[src/shared/vpi_pkg.sv]
// shared constants and types for the vectored priority interrupt block
package vpi_pkg;

    // ----------------------------------------------------------------
    // priority levels
    // ----------------------------------------------------------------
    localparam logic [4:0] LVL_RESET     = 5'h01;
    localparam logic [4:0] LVL_FIRST_MSK = 5'h02;
    localparam logic [4:0] LVL_LAST_MSK  = 5'h10;
    localparam logic [4:0] LVL_BREAK     = 5'h11;
    localparam int         LVL_LO        = 2;
    localparam int         LVL_HI        = 16;

    // ----------------------------------------------------------------
    // vector table: low byte of level 1 at the top, two bytes per level
    // ----------------------------------------------------------------
    localparam logic [15:0] VECTOR_TOP_LOW = 16'hFFFC;
    localparam logic [15:0] VECTOR_STEP    = 16'h0002;
    localparam logic [15:0] VECTOR_HI_BIT  = 16'h0001;

    // ----------------------------------------------------------------
    // source selection bits (0 picks the first source of the pair)
    // ----------------------------------------------------------------
    localparam int SEL_INT0_TZ     = 0;
    localparam int SEL_SIO1TX_TW   = 1;
    localparam int SEL_COUNTER_PIN_ZERO_TW    = 2;
    localparam int SEL_COUNTER_PIN_ONE_SIO3R = 3;
    localparam int SEL_SIO2_TZ     = 4;
    localparam int SEL_EXT_IRQ_TWO_XFER   = 5;
    localparam int SEL_EXT_IRQ_FOUR_COUNTER_PIN_TWO  = 6;
    localparam int SEL_ADC_SIO3T   = 7;

    // ----------------------------------------------------------------
    // edge pins, index into pin and edge select vectors
    // ----------------------------------------------------------------
    localparam int PIN_INT0  = 0;
    localparam int PIN_EXT_IRQ_ONE  = 1;
    localparam int PIN_EXT_IRQ_TWO  = 2;
    localparam int PIN_EXT_IRQ_THREE  = 3;
    localparam int PIN_EXT_IRQ_FOUR  = 4;
    localparam int PIN_COUNTER_PIN_ZERO = 5;
    localparam int PIN_COUNTER_PIN_ONE = 6;
    localparam int PIN_COUNTER_PIN_TWO = 7;
    localparam int PIN_TWCLK = 8;
    localparam int PIN_TWDAT = 9;
    localparam int NUM_PINS  = 10;

    // serial port selection bits
    localparam int SIO_ONE   = 0;
    localparam int SIO_TWO   = 1;
    localparam int SIO_THREE = 2;

    // ----------------------------------------------------------------
    // on-chip event pulses from peripherals
    // ----------------------------------------------------------------
    typedef struct packed {
        logic timer_z;
        logic timer_x;
        logic timer_y;
        logic timer_one;
        logic timer_two;
        logic sio1_rx;
        logic sio1_tx;
        logic sio2_done;
        logic sio3_rx;
        logic sio3_tx;
        logic adc_done;
        logic twowire_done;
    } periph_events_s;

    // vector fetch states
    typedef enum logic [2:0] {
        ST_IDLE    = 3'b000,
        ST_PUSH    = 3'b001,
        ST_READ_LO = 3'b010,
        ST_READ_HI = 3'b011,
        ST_FINISH  = 3'b100
    } fetch_state_e;

    // low vector address of a level
    function automatic logic [15:0] vector_low(input logic [4:0] level);
        logic [15:0] ofs;
        ofs = {11'h000, level - 5'h01} * VECTOR_STEP;
        return VECTOR_TOP_LOW - ofs;
    endfunction

endpackage

[src/vectored_priority_interrupt.sv]
// vectored fixed-priority interrupt controller with vector fetch sequencer
// Function
// - reset is non-maskable level 1, vectors FFFD/FFFC
// - high byte from odd, low from even vector
// - level 2 serves ext irq zero or timer Z
// - level 3 serves ext irq one edge
// - level 4 serves serial one receive done
// - level 5 serves serial one transmit done
// - two-wire line edges share level 5 or 10
// - level 6 serves timer X underflow
// - level 7 serves timer Y underflow
// - level 8 timer one, also ends stop wait
// - level 9 serves timer two underflow
// - level 10 serves counter pin zero edge
// - level 11 counter pin one or serial three rx
// - level 12 serial two or timer Z
// - level 13 ext irq two or two-wire transfer
// - level 14 serves ext irq three edge
// - level 15 ext irq four or counter pin two
// - level 16 converter done or serial three tx
// - software break is non-maskable lowest level 17
// - serial sources request only while port selected
// - taken when request, enable set, disable clear
// - accept pushes state (not for reset), sets disable, clears request
// - selection bits choose source of shared levels
`timescale 1ns/10ps
`default_nettype none

module vectored_priority_interrupt #(
    parameter int SYNC_STAGES = 3
) (
    input  wire logic                     clock,
    input  wire logic                     sys_rst,
    input  wire logic [9:0]               edge_pins,
    input  wire logic [9:0]               edge_falling,
    input  wire vpi_pkg::periph_events_s  events,
    input  wire logic [7:0]               source_select,
    input  wire logic                     twowire_variant,
    input  wire logic [2:0]               sio_selected,
    input  wire logic [16:2]              irq_enable,
    input  wire logic [16:2]              request_clear,
    input  wire logic                     interrupt_disable,
    input  wire logic                     software_break_instr,
    input  wire logic                     stop_mode_instr,
    input  wire logic [7:0]               mem_data,
    output logic                          mem_read,
    output logic [15:0]                   mem_addr,
    output logic                          stack_push,
    output logic                          disable_set,
    output logic                          pc_load,
    output logic [15:0]                   pc_value,
    output logic [4:0]                    active_level,
    output logic                          busy,
    output logic [16:2]                   request_state,
    output logic                          stop_release
);

    // ----------------------------------------------------------------
    // elaboration checks
    // ----------------------------------------------------------------
    if (SYNC_STAGES != 3) begin : g_bad_sync
        $error("SYNC_STAGES must be 3");
    end

    // ----------------------------------------------------------------
    // pin synchronisers and edge detectors
    // ----------------------------------------------------------------
    logic [9:0] pin_s1;
    logic [9:0] pin_s2;
    logic [9:0] pin_s3;
    logic [9:0] pin_level;
    logic [9:0] pin_edge;

    // three-stage capture of asynchronous pins
    always_ff @(posedge clock) begin
        if (sys_rst) begin
            pin_s1 <= 10'h000;
            pin_s2 <= 10'h000;
            pin_s3 <= 10'h000;
        end else begin
            pin_s1 <= edge_pins;
            pin_s2 <= pin_s1;
            pin_s3 <= pin_s2;
        end
    end

    // accepted level follows only when stages two and three agree
    always_ff @(posedge clock) begin
        if (sys_rst) begin
            pin_level <= 10'h000;
        end else begin
            pin_level <= (pin_s2 & pin_s3) | (pin_level & (pin_s2 | pin_s3));
        end
    end

    logic [3:0] sync_fill;

    // edges ignored until stages and accepted level hold real pin values
    always_ff @(posedge clock) begin
        if (sys_rst) begin
            sync_fill <= 4'h0;
        end else begin
            sync_fill <= {sync_fill[2:0], 1'b1};
        end
    end

    // rising or falling edge per pin, as selected
    genvar gi;
    for (gi = 0; gi < vpi_pkg::NUM_PINS; gi++) begin : g_edge
        logic next_level;
        assign next_level = (pin_s2[gi] & pin_s3[gi]) | (pin_level[gi] & (pin_s2[gi] | pin_s3[gi]));
        assign pin_edge[gi] = sync_fill[3] & (edge_falling[gi] ? (pin_level[gi] & ~next_level)
                                                               : (~pin_level[gi] & next_level));
    end

    // ----------------------------------------------------------------
    // per-level request sources
    // ----------------------------------------------------------------
    logic [16:2] raise;
    logic        tw_edge;
    logic        sio1_ok;
    logic        sio2_ok;
    logic        sio3_ok;

    assign tw_edge = twowire_variant
                   & (pin_edge[vpi_pkg::PIN_TWCLK] | pin_edge[vpi_pkg::PIN_TWDAT]);
    assign sio1_ok = sio_selected[vpi_pkg::SIO_ONE];
    assign sio2_ok = sio_selected[vpi_pkg::SIO_TWO];
    assign sio3_ok = sio_selected[vpi_pkg::SIO_THREE];

    // shared levels muxed by the selection bits
    always_comb begin
        raise = '0;
        raise[2]  = source_select[vpi_pkg::SEL_INT0_TZ] ? events.timer_z
                  : pin_edge[vpi_pkg::PIN_INT0];
        raise[3]  = pin_edge[vpi_pkg::PIN_EXT_IRQ_ONE];
        raise[4]  = events.sio1_rx & sio1_ok;
        raise[5]  = (source_select[vpi_pkg::SEL_SIO1TX_TW] && twowire_variant) ? tw_edge
                  : (events.sio1_tx & sio1_ok);
        raise[6]  = events.timer_x;
        raise[7]  = events.timer_y;
        raise[8]  = events.timer_one;
        raise[9]  = events.timer_two;
        raise[10] = (source_select[vpi_pkg::SEL_COUNTER_PIN_ZERO_TW] && twowire_variant) ? tw_edge
                  : pin_edge[vpi_pkg::PIN_COUNTER_PIN_ZERO];
        raise[11] = source_select[vpi_pkg::SEL_COUNTER_PIN_ONE_SIO3R] ? (events.sio3_rx & sio3_ok)
                  : pin_edge[vpi_pkg::PIN_COUNTER_PIN_ONE];
        raise[12] = source_select[vpi_pkg::SEL_SIO2_TZ] ? events.timer_z
                  : (events.sio2_done & sio2_ok);
        raise[13] = (source_select[vpi_pkg::SEL_EXT_IRQ_TWO_XFER] && twowire_variant)
                  ? events.twowire_done : pin_edge[vpi_pkg::PIN_EXT_IRQ_TWO];
        raise[14] = pin_edge[vpi_pkg::PIN_EXT_IRQ_THREE];
        raise[15] = source_select[vpi_pkg::SEL_EXT_IRQ_FOUR_COUNTER_PIN_TWO] ? pin_edge[vpi_pkg::PIN_COUNTER_PIN_TWO]
                  : pin_edge[vpi_pkg::PIN_EXT_IRQ_FOUR];
        raise[16] = source_select[vpi_pkg::SEL_ADC_SIO3T] ? (events.sio3_tx & sio3_ok)
                  : events.adc_done;
    end

    // ----------------------------------------------------------------
    // priority resolution
    // ----------------------------------------------------------------
    vpi_pkg::fetch_state_e state;
    logic                  reset_pend;
    logic                  break_pend;
    logic                  win;
    logic [4:0]            win_lvl;
    logic                  accept;
    logic [16:2]           accept_clr;

    // smallest enabled level wins; reset above all, break below all
    always_comb begin
        win     = 1'b0;
        win_lvl = 5'h00;
        if (reset_pend) begin
            win     = 1'b1;
            win_lvl = vpi_pkg::LVL_RESET;
        end else begin
            for (int i = vpi_pkg::LVL_HI; i >= vpi_pkg::LVL_LO; i--) begin
                if (request_state[i] && irq_enable[i] && !interrupt_disable) begin
                    win     = 1'b1;
                    win_lvl = 5'(i);
                end
            end
            if (!win && break_pend) begin
                win     = 1'b1;
                win_lvl = vpi_pkg::LVL_BREAK;
            end
        end
    end

    assign accept = win && (state == vpi_pkg::ST_IDLE);

    // one-hot clear of the accepted maskable request
    always_comb begin
        accept_clr = '0;
        for (int i = vpi_pkg::LVL_LO; i <= vpi_pkg::LVL_HI; i++) begin
            accept_clr[i] = accept && (win_lvl == 5'(i));
        end
    end

    // ----------------------------------------------------------------
    // request bits: a new event wins over any clear
    // ----------------------------------------------------------------
    always_ff @(posedge clock) begin
        if (sys_rst) begin
            request_state <= '0;
        end else begin
            request_state <= (request_state & ~request_clear & ~accept_clr) | raise;
        end
    end

    // non-maskable pendings: reset raised by reset, break by instruction
    always_ff @(posedge clock) begin
        if (sys_rst) begin
            reset_pend <= 1'b1;
            break_pend <= 1'b0;
        end else begin
            if (accept && win_lvl == vpi_pkg::LVL_RESET) begin
                reset_pend <= 1'b0;
            end
            if (software_break_instr) begin
                break_pend <= 1'b1;
            end else if (accept && win_lvl == vpi_pkg::LVL_BREAK) begin
                break_pend <= 1'b0;
            end
        end
    end

    // ----------------------------------------------------------------
    // acceptance and vector fetch sequencer
    // ----------------------------------------------------------------
    logic [15:0] vec_lo;
    logic [7:0]  lo_byte;

    assign vec_lo = vpi_pkg::vector_low(active_level);

    always_ff @(posedge clock) begin
        if (sys_rst) begin
            state        <= vpi_pkg::ST_IDLE;
            active_level <= 5'h00;
            busy         <= 1'b0;
            stack_push   <= 1'b0;
            disable_set  <= 1'b0;
            mem_read     <= 1'b0;
            mem_addr     <= 16'h0000;
            lo_byte      <= 8'h00;
            pc_load      <= 1'b0;
            pc_value     <= 16'h0000;
        end else begin
            stack_push  <= 1'b0;
            disable_set <= 1'b0;
            pc_load     <= 1'b0;
            unique case (state)
                vpi_pkg::ST_IDLE: begin
                    if (accept) begin
                        active_level <= win_lvl;
                        busy         <= 1'b1;
                        stack_push   <= (win_lvl != vpi_pkg::LVL_RESET);
                        disable_set  <= 1'b1;
                        state        <= vpi_pkg::ST_PUSH;
                    end
                end
                vpi_pkg::ST_PUSH: begin
                    mem_read <= 1'b1;
                    mem_addr <= vec_lo;
                    state    <= vpi_pkg::ST_READ_LO;
                end
                vpi_pkg::ST_READ_LO: begin
                    mem_addr <= vec_lo | vpi_pkg::VECTOR_HI_BIT;
                    state    <= vpi_pkg::ST_READ_HI;
                end
                vpi_pkg::ST_READ_HI: begin
                    lo_byte  <= mem_data;
                    mem_read <= 1'b0;
                    state    <= vpi_pkg::ST_FINISH;
                end
                vpi_pkg::ST_FINISH: begin
                    pc_value <= {mem_data, lo_byte};
                    pc_load  <= 1'b1;
                    busy     <= 1'b0;
                    state    <= vpi_pkg::ST_IDLE;
                end
                default: begin
                    state <= vpi_pkg::ST_IDLE;
                end
            endcase
        end
    end

    // ----------------------------------------------------------------
    // stop-mode release wait ended by timer one underflow
    // ----------------------------------------------------------------
    logic stop_wait;

    always_ff @(posedge clock) begin
        if (sys_rst) begin
            stop_wait    <= 1'b0;
            stop_release <= 1'b0;
        end else begin
            stop_release <= stop_wait && events.timer_one;
            if (stop_mode_instr) begin
                stop_wait <= 1'b1;
            end else if (events.timer_one) begin
                stop_wait <= 1'b0;
            end
        end
    end
endmodule // vectored_priority_interrupt

`default_nettype wire

[config.mk]
export PLATFORM = sky130hd
export DESIGN_NAME = vectored_priority_interrupt
export DESIGN_NICKNAME = d
export VERILOG_FILES = /design/src/shared/vpi_pkg.sv /design/src/vectored_priority_interrupt.sv
export SDC_FILE = /design/constraint.sdc
export NUM_CORES = 1
export LEC_CHECK = 0
export BUFFER_PORTS_ARGS = -buffer_cell sky130_fd_sc_hd__buf_2
export CAP_MARGIN = 20
export CORE_UTILIZATION = 50
export CTS_CLUSTER_DIAMETER = 40
export CTS_CLUSTER_SIZE = 10
export DETAILED_ROUTE_END_ITERATION = 8
export HOLD_SLACK_MARGIN = 0.08
export PLACE_DENSITY = 0.79
export SKIP_CTS_REPAIR_TIMING = 1
export SYNTH_ARGS = -nofsm -noshare
export SYNTH_HDL_FRONTEND = slang
export SYNTH_SLANG_ARGS = --single-unit
export TNS_END_PERCENT = 10
[constraint.sdc]
create_clock -name clock -period 2.2 [get_ports clock]
set_input_delay 0.11 -clock clock [delete_from_list [all_inputs] [get_ports clock]]
set_output_delay 0.11 -clock clock [all_outputs]
set_load 0.005 [all_outputs]
* After elaboration in Yosys (flattened, before gate mapping)
Index checks and enable logic that the tools add are counted.
** Storage, ports and cells
- Register bits after elaboration :: 116
- Output and inout port bits :: 58
** Operators by class
- Add/subtract/negate cells :: 2
- Eq/ne operators :: 23
- Muxes and demuxes :: 66
- Bitwise operators :: 108
- Reductions and logical operators :: 65
** Operators by type and width (number)
- 2-to-1 mux 5 bit :: 17
- AND 1 bit :: 56
- logical AND 1 bit :: 53
- 2-to-1 mux 1 bit :: 44
- == test 5 x 4 -> 1 bit, second input constant :: 8
- one-hot mux 16 bit (2 select lines) :: 1
- AND 15 bit :: 2
- inverter 15 bit :: 2
- inverter 1 bit :: 22
- bitwise OR 1 bit :: 21
- AND 10 bit :: 2
- == test 5 x 3 -> 1 bit, second input constant :: 4
- bitwise OR 10 bit :: 2
- bitwise OR 15 bit :: 1
- one-hot mux 3 bit (4 select lines) :: 1
- == test 5 x 2 -> 1 bit, second input constant :: 2
- == test 5 bit, second input constant :: 2
- nonzero test 2 bit :: 5
- subtractor 3 x 7 -> 8 bit, first input constant :: 1
- == test 3 x 2 -> 1 bit, second input constant :: 2
- == test 5 x 1 -> 1 bit, second input constant :: 1
- inequality test 5 x 1 -> 1 bit, second input constant :: 1
- subtractor 5 x 1 -> 5 bit, second input constant :: 1
- one-hot mux 1 bit (2 select lines) :: 2
- 9 further kinds :: 11

* Longest topological paths before layout
- Depth in word-level cells :: 27
- Depth in mapped cells :: 8
- Depth with buffers taken out :: 8

* Least setup slack after synthesis
No wires, ideal clock.
- Path kind :: register -> register
- Start :: reg request_state[12] (netlist bit)
- End :: reg request_state[11] (netlist bit)
- Data arrival time :: 1840 ps
- Required time :: 2084 ps
- Slack :: 244 ps
- Stages on the path, launching flop included :: 7
- Buffers on the path :: 0
- Period minus slack after synthesis :: 1956 ps
- Cell sequence :: dfxtp_1 > a22oi_2 > or3b_1 > a211oi_2 > o21bai_2 > or3_1 > a31o_1
** On the way
- Cells in the longest elaborated chain, start to end :: 23
** Ends and longest elaborated chain
- start, declared :: RTL line vectored_priority_interrupt.sv:54 : output logic [16:2] request_state,
- start signal, assigned :: RTL line vectored_priority_interrupt.sv:208 : request_state <= (request_state & ~request_clear & ~accept_clr) | raise;
- logical AND 1 bit (*) (2 in a row) :: RTL line vectored_priority_interrupt.sv:179 : if (request_state[i] && irq_enable[i] && !interrupt_disable) begin
- 2-to-1 mux 1 bit (11 in a row) :: RTL line vectored_priority_interrupt.sv:179
- 2-to-1 mux 1 bit :: RTL line vectored_priority_interrupt.sv:174 : if (reset_pend) begin
- logical NOT 1 bit :: RTL line vectored_priority_interrupt.sv:184 : if (!win && break_pend) begin
- logical AND 1 bit :: RTL line vectored_priority_interrupt.sv:184
- 2-to-1 mux 5 bit or 2-to-1 mux 1 bit (tied branches) :: RTL line vectored_priority_interrupt.sv:184
- 2-to-1 mux 5 bit or 2-to-1 mux 1 bit (tied branches) :: RTL line vectored_priority_interrupt.sv:174
- == test 5 x 4 -> 1 bit or logical AND 1 bit (tied branches) :: RTL line vectored_priority_interrupt.sv:197, vectored_priority_interrupt.sv:191
- logical AND 1 bit (*) :: RTL line vectored_priority_interrupt.sv:197 : accept_clr[i] = accept && (win_lvl == 5'(i));
- inverter 15 bit (*) :: RTL line vectored_priority_interrupt.sv:208
- AND 15 bit (*) :: RTL line vectored_priority_interrupt.sv:208
- bitwise OR 15 bit (*) :: RTL line vectored_priority_interrupt.sv:208
Every way passes the cells marked *; elsewhere a longest branch is shown, timed or not. The select of a mux whose other input is x is not followed.
A chain may end at the register's enable or synchronous reset.

* Worst setup path after layout
- Start :: reg state[0]
- End :: reg request_state[11] (netlist bit)
** On the way
- Cells in the longest elaborated chain, start to end :: 6
** Ends and longest elaborated chain
- start, declared :: RTL line vectored_priority_interrupt.sv:162 : vpi_pkg::fetch_state_e state;
- start signal, assigned :: RTL line vectored_priority_interrupt.sv:239 : state <= vpi_pkg::ST_IDLE;
- start signal, assigned :: RTL line vectored_priority_interrupt.sv:260 : state <= vpi_pkg::ST_PUSH;
- start signal, assigned :: RTL line vectored_priority_interrupt.sv:266 : state <= vpi_pkg::ST_READ_LO;
- logical NOT 3 bit :: RTL line vectored_priority_interrupt.sv:191 : assign accept = win && (state == vpi_pkg::ST_IDLE);
- logical AND 1 bit :: RTL line vectored_priority_interrupt.sv:191
- logical AND 1 bit :: RTL line vectored_priority_interrupt.sv:197
- inverter 15 bit :: RTL line vectored_priority_interrupt.sv:208
- AND 15 bit :: RTL line vectored_priority_interrupt.sv:208
- bitwise OR 15 bit :: RTL line vectored_priority_interrupt.sv:208
Every way passes these cells.

==> results.ini <==
[place]
port_buffers=144
gp_congestion=0.9661
placed_area_um2=5181
hpwlAfterDp_um=7969
place_inst=748

[logic_synthesis]
ys_warn_count=0
synth_top_flop_cell=dfxtp_1
syn_avg_cell_area_um2=8.472
syn_nets=608
synth-seq-cells=108
netlist.top_cell.by_area=dfxtp_1
postSynthCellCount=520
synth_top_cells_by_area=dfxtp_1, nand2_1, a21oi_1
synth.distinct_cells=64
synth-edff-count=0
synth_seq_area_share_pct=49.08
async_flop_share_pct=0
syn-cell-area_um2=4405
yosysTopAreaCellShare_pct=49.08

[global_routing]
grt_max_degree=111
grt_pass1_wl_um=16800
antenna_found_initial=0
grt_pass1_vias=3680
grt.total_usage_pct=23.73
grt_overflow=0

[final_layout]
nNetsFinal=785
fin_area_um2=5802
fillers=686
diodes=0
fin_cells=807
area_growth_pct=31.70
utilization_pct=69.22
final_layout_size_suffix_gt1_share_pct=25.36

[cts]
clkTransAtPathRegs_ns=0.11
cts_buffer_depth=2
htreeDepth=3
clockRootBuffer=clkbuf_8
cts_tree=yes
clk_latency_ns=0.36
clock-sinks=108
cts_inserted_buffers=9

[floorplan]
core_um2=8382
rows=33
die_width_um=95.87
die_h_um=95.87
pin_count=145
die-area_um2=9190
initial_utilization_pct=52.56

[routing]
wl_um=11620
drc=0
dr.first_iter.drc_count=169
post_drt_wl_per_cell_um=14.40
firstDrtPassIters=4
route.antenna.remaining_nets=0
vias=4278
via_per_inst=5.301

[critical_path]
crit_path_max_fanout=6
r2r_cells=6
critical_path_required_ns=2.45
cp-start-kind=flip-flop
worst_r2r_endpoint=request_state[11]
setup.worst_path.end_class=flip-flop
reg2reg_from=state[0]
crit_type=flip-flop to flip-flop
reg2reg_slack_ns=0.05
cp.arrival_ns=2.40

[sta]
slew_violations=0
layout_min_cycle_time_ns=2.150
rsz0062_at_grt=yes
maxSlewHeadroom_pct=57.78
fmax_ghz=0.4651
finalSetupViolCount=0
finalHoldViolCount=0
skew_ns=0.01376
min_period_over_period_pct=97.72
tightestPinTransition_ns=0.6317

[power]
powerDensity_nw_per_um2=694.0
total_power_mw=4.026
p_leak_nw=2.473
max-vdd-ir-drop_v=0.0003873

[min_path]
whs_endpoint=request_state[15]
min_path_type=primary input to flip-flop
min_from=source_select[6]
min_path_cells=3

[status]
outcome=finished clean

[job]
maxCapViolations=0

## worst max-delay path by stage
stage                       from                 to
2_1_floorplan  request_state[12]  request_state[11]
3_3_place_gp            state[0]  request_state[11]
3_5_place_dp            state[0]  request_state[11]
4_1_cts                 state[0]  request_state[11]
5_1_grt                 state[0]  request_state[11]
6_report                state[0]  request_state[11]
## report_power, final
group	switching (mW)	internal (mW)	total, mW	leakage (nW)
Clock	0.666	0.453	1.12	0.0808
Combinational	0.375	0.368	0.743	1.51
Sequential	0.0912	2.07	2.16	0.884
## kinds of logic after synthesis
| family | share of synthesized area, % |
|---|---|
| compound gates | 17.81 |
| xor+xnor | 1.193 |
| fa+ha+maj | 0.2840 |
| buf+inv | 3.862 |
| flops | 49.08 |
| mux | 2.073 |
| simple gates | 25.70 |
## routing by layer
metal	GRT usage (%)	part of all wire, %
met1	29.45	42
met2	40.12	50
met3	6.161	6.3
met4	7.587	1.9
met5	0	0
## cell usage in the layout (no fill, tap or decap), types with 4 or more instances in the layout
| cell type | instances |
|---|---|
| mux2i_1 | 8 |
| nand3_1 | 7 |
| o21ai_0 | 17 |
| nor2_1 | 57 |
| nand2_1 | 89 |
| o22ai_1 | 5 |
| inv_1 | 6 |
| o21ai_1 | 4 |
| buf_2 | 143 |
| dfxtp_1 | 108 |
| buf_4 | 8 |
| nor3b_1 | 4 |
| dlygate4sd3_1 | 42 |
| clkbuf_8 | 10 |
| nor2b_1 | 37 |
| nand2b_1 | 4 |
| a22oi_1 | 5 |
| a21oi_1 | 51 |
| nor3_1 | 18 |
| a31oi_1 | 8 |
## worst max-delay path, stage by stage, from the launching register on
cell	delay (ns)
dfxtp_1	0.37
or3_4	0.41
or2_4	0.26
nor3_2	0.28
nand2b_1	0.16
or3_1	0.34
a31o_1	0.22
## flip-flops by register name, summed over array words and instances (netlist names)
signal         count
pc_value          16
request_state     15
pin_level         10
pin_s1            10
pin_s2            10
pin_s3            10
lo_byte            8
mem_addr           8
active_level       5
sync_fill          4
state              3
break_pend         1
busy               1
disable_set        1
mem_read           1
pc_load            1
reset_pend         1
stack_push         1
stop_release       1
stop_wait          1
## area by class of cell
| class | count | area [um2] | area share (%) |
|---|---|---|---|
| Clock inverter | 4 | 33.78 | 0.5823 |
| Inverter | 7 | 26.28 | 0.4529 |
| Multi-Input combinational cell | 377 | 2087 | 35.97 |
| Tap cell | 105 | 131.4 | 2.264 |
| Sequential cell | 108 | 2162 | 37.27 |
| Clock buffer | 12 | 145.1 | 2.502 |
| Timing Repair Buffer | 194 | 1216 | 20.96 |
## cells in the mapped netlist (all sizes together), types with 2 or more instances
cell     count
a21o         2
a21oi       52
a22oi        7
a311oi       2
a31o         2
a31oi        9
a32o         3
buf         11
clkbuf      17
dfxtp      108
inv          6
mux2i        8
nand2       89
nand2b       4
nand3        7
nand3b       2
nor2        57
nor2b       37
nor3        19
nor3b        5
nor4         2
o21a         2
o21ai       21
o21bai       2
o22ai        5
o2bb2ai      3
o31ai        3
or2          3
or3          4
or4          2
xnor2        3
xor2         3
## metrics by stage
step | setup TNS [ns] | setup slack [ns] | hold WS (ns)
floorplan | 0 | 0.2439 | 0.2269
global placement | 0 | 0.1883 | 0.3158
detailed placement | 0 | 0.1078 | 0.3229
CTS | 0 | 0.04783 | -0.06489
global route | -0.008792 | -0.008792 | 0.09342
finish | 0 | 0.05010 | 0.07248
Note: power is estimated with default switching activity, not from simulation.
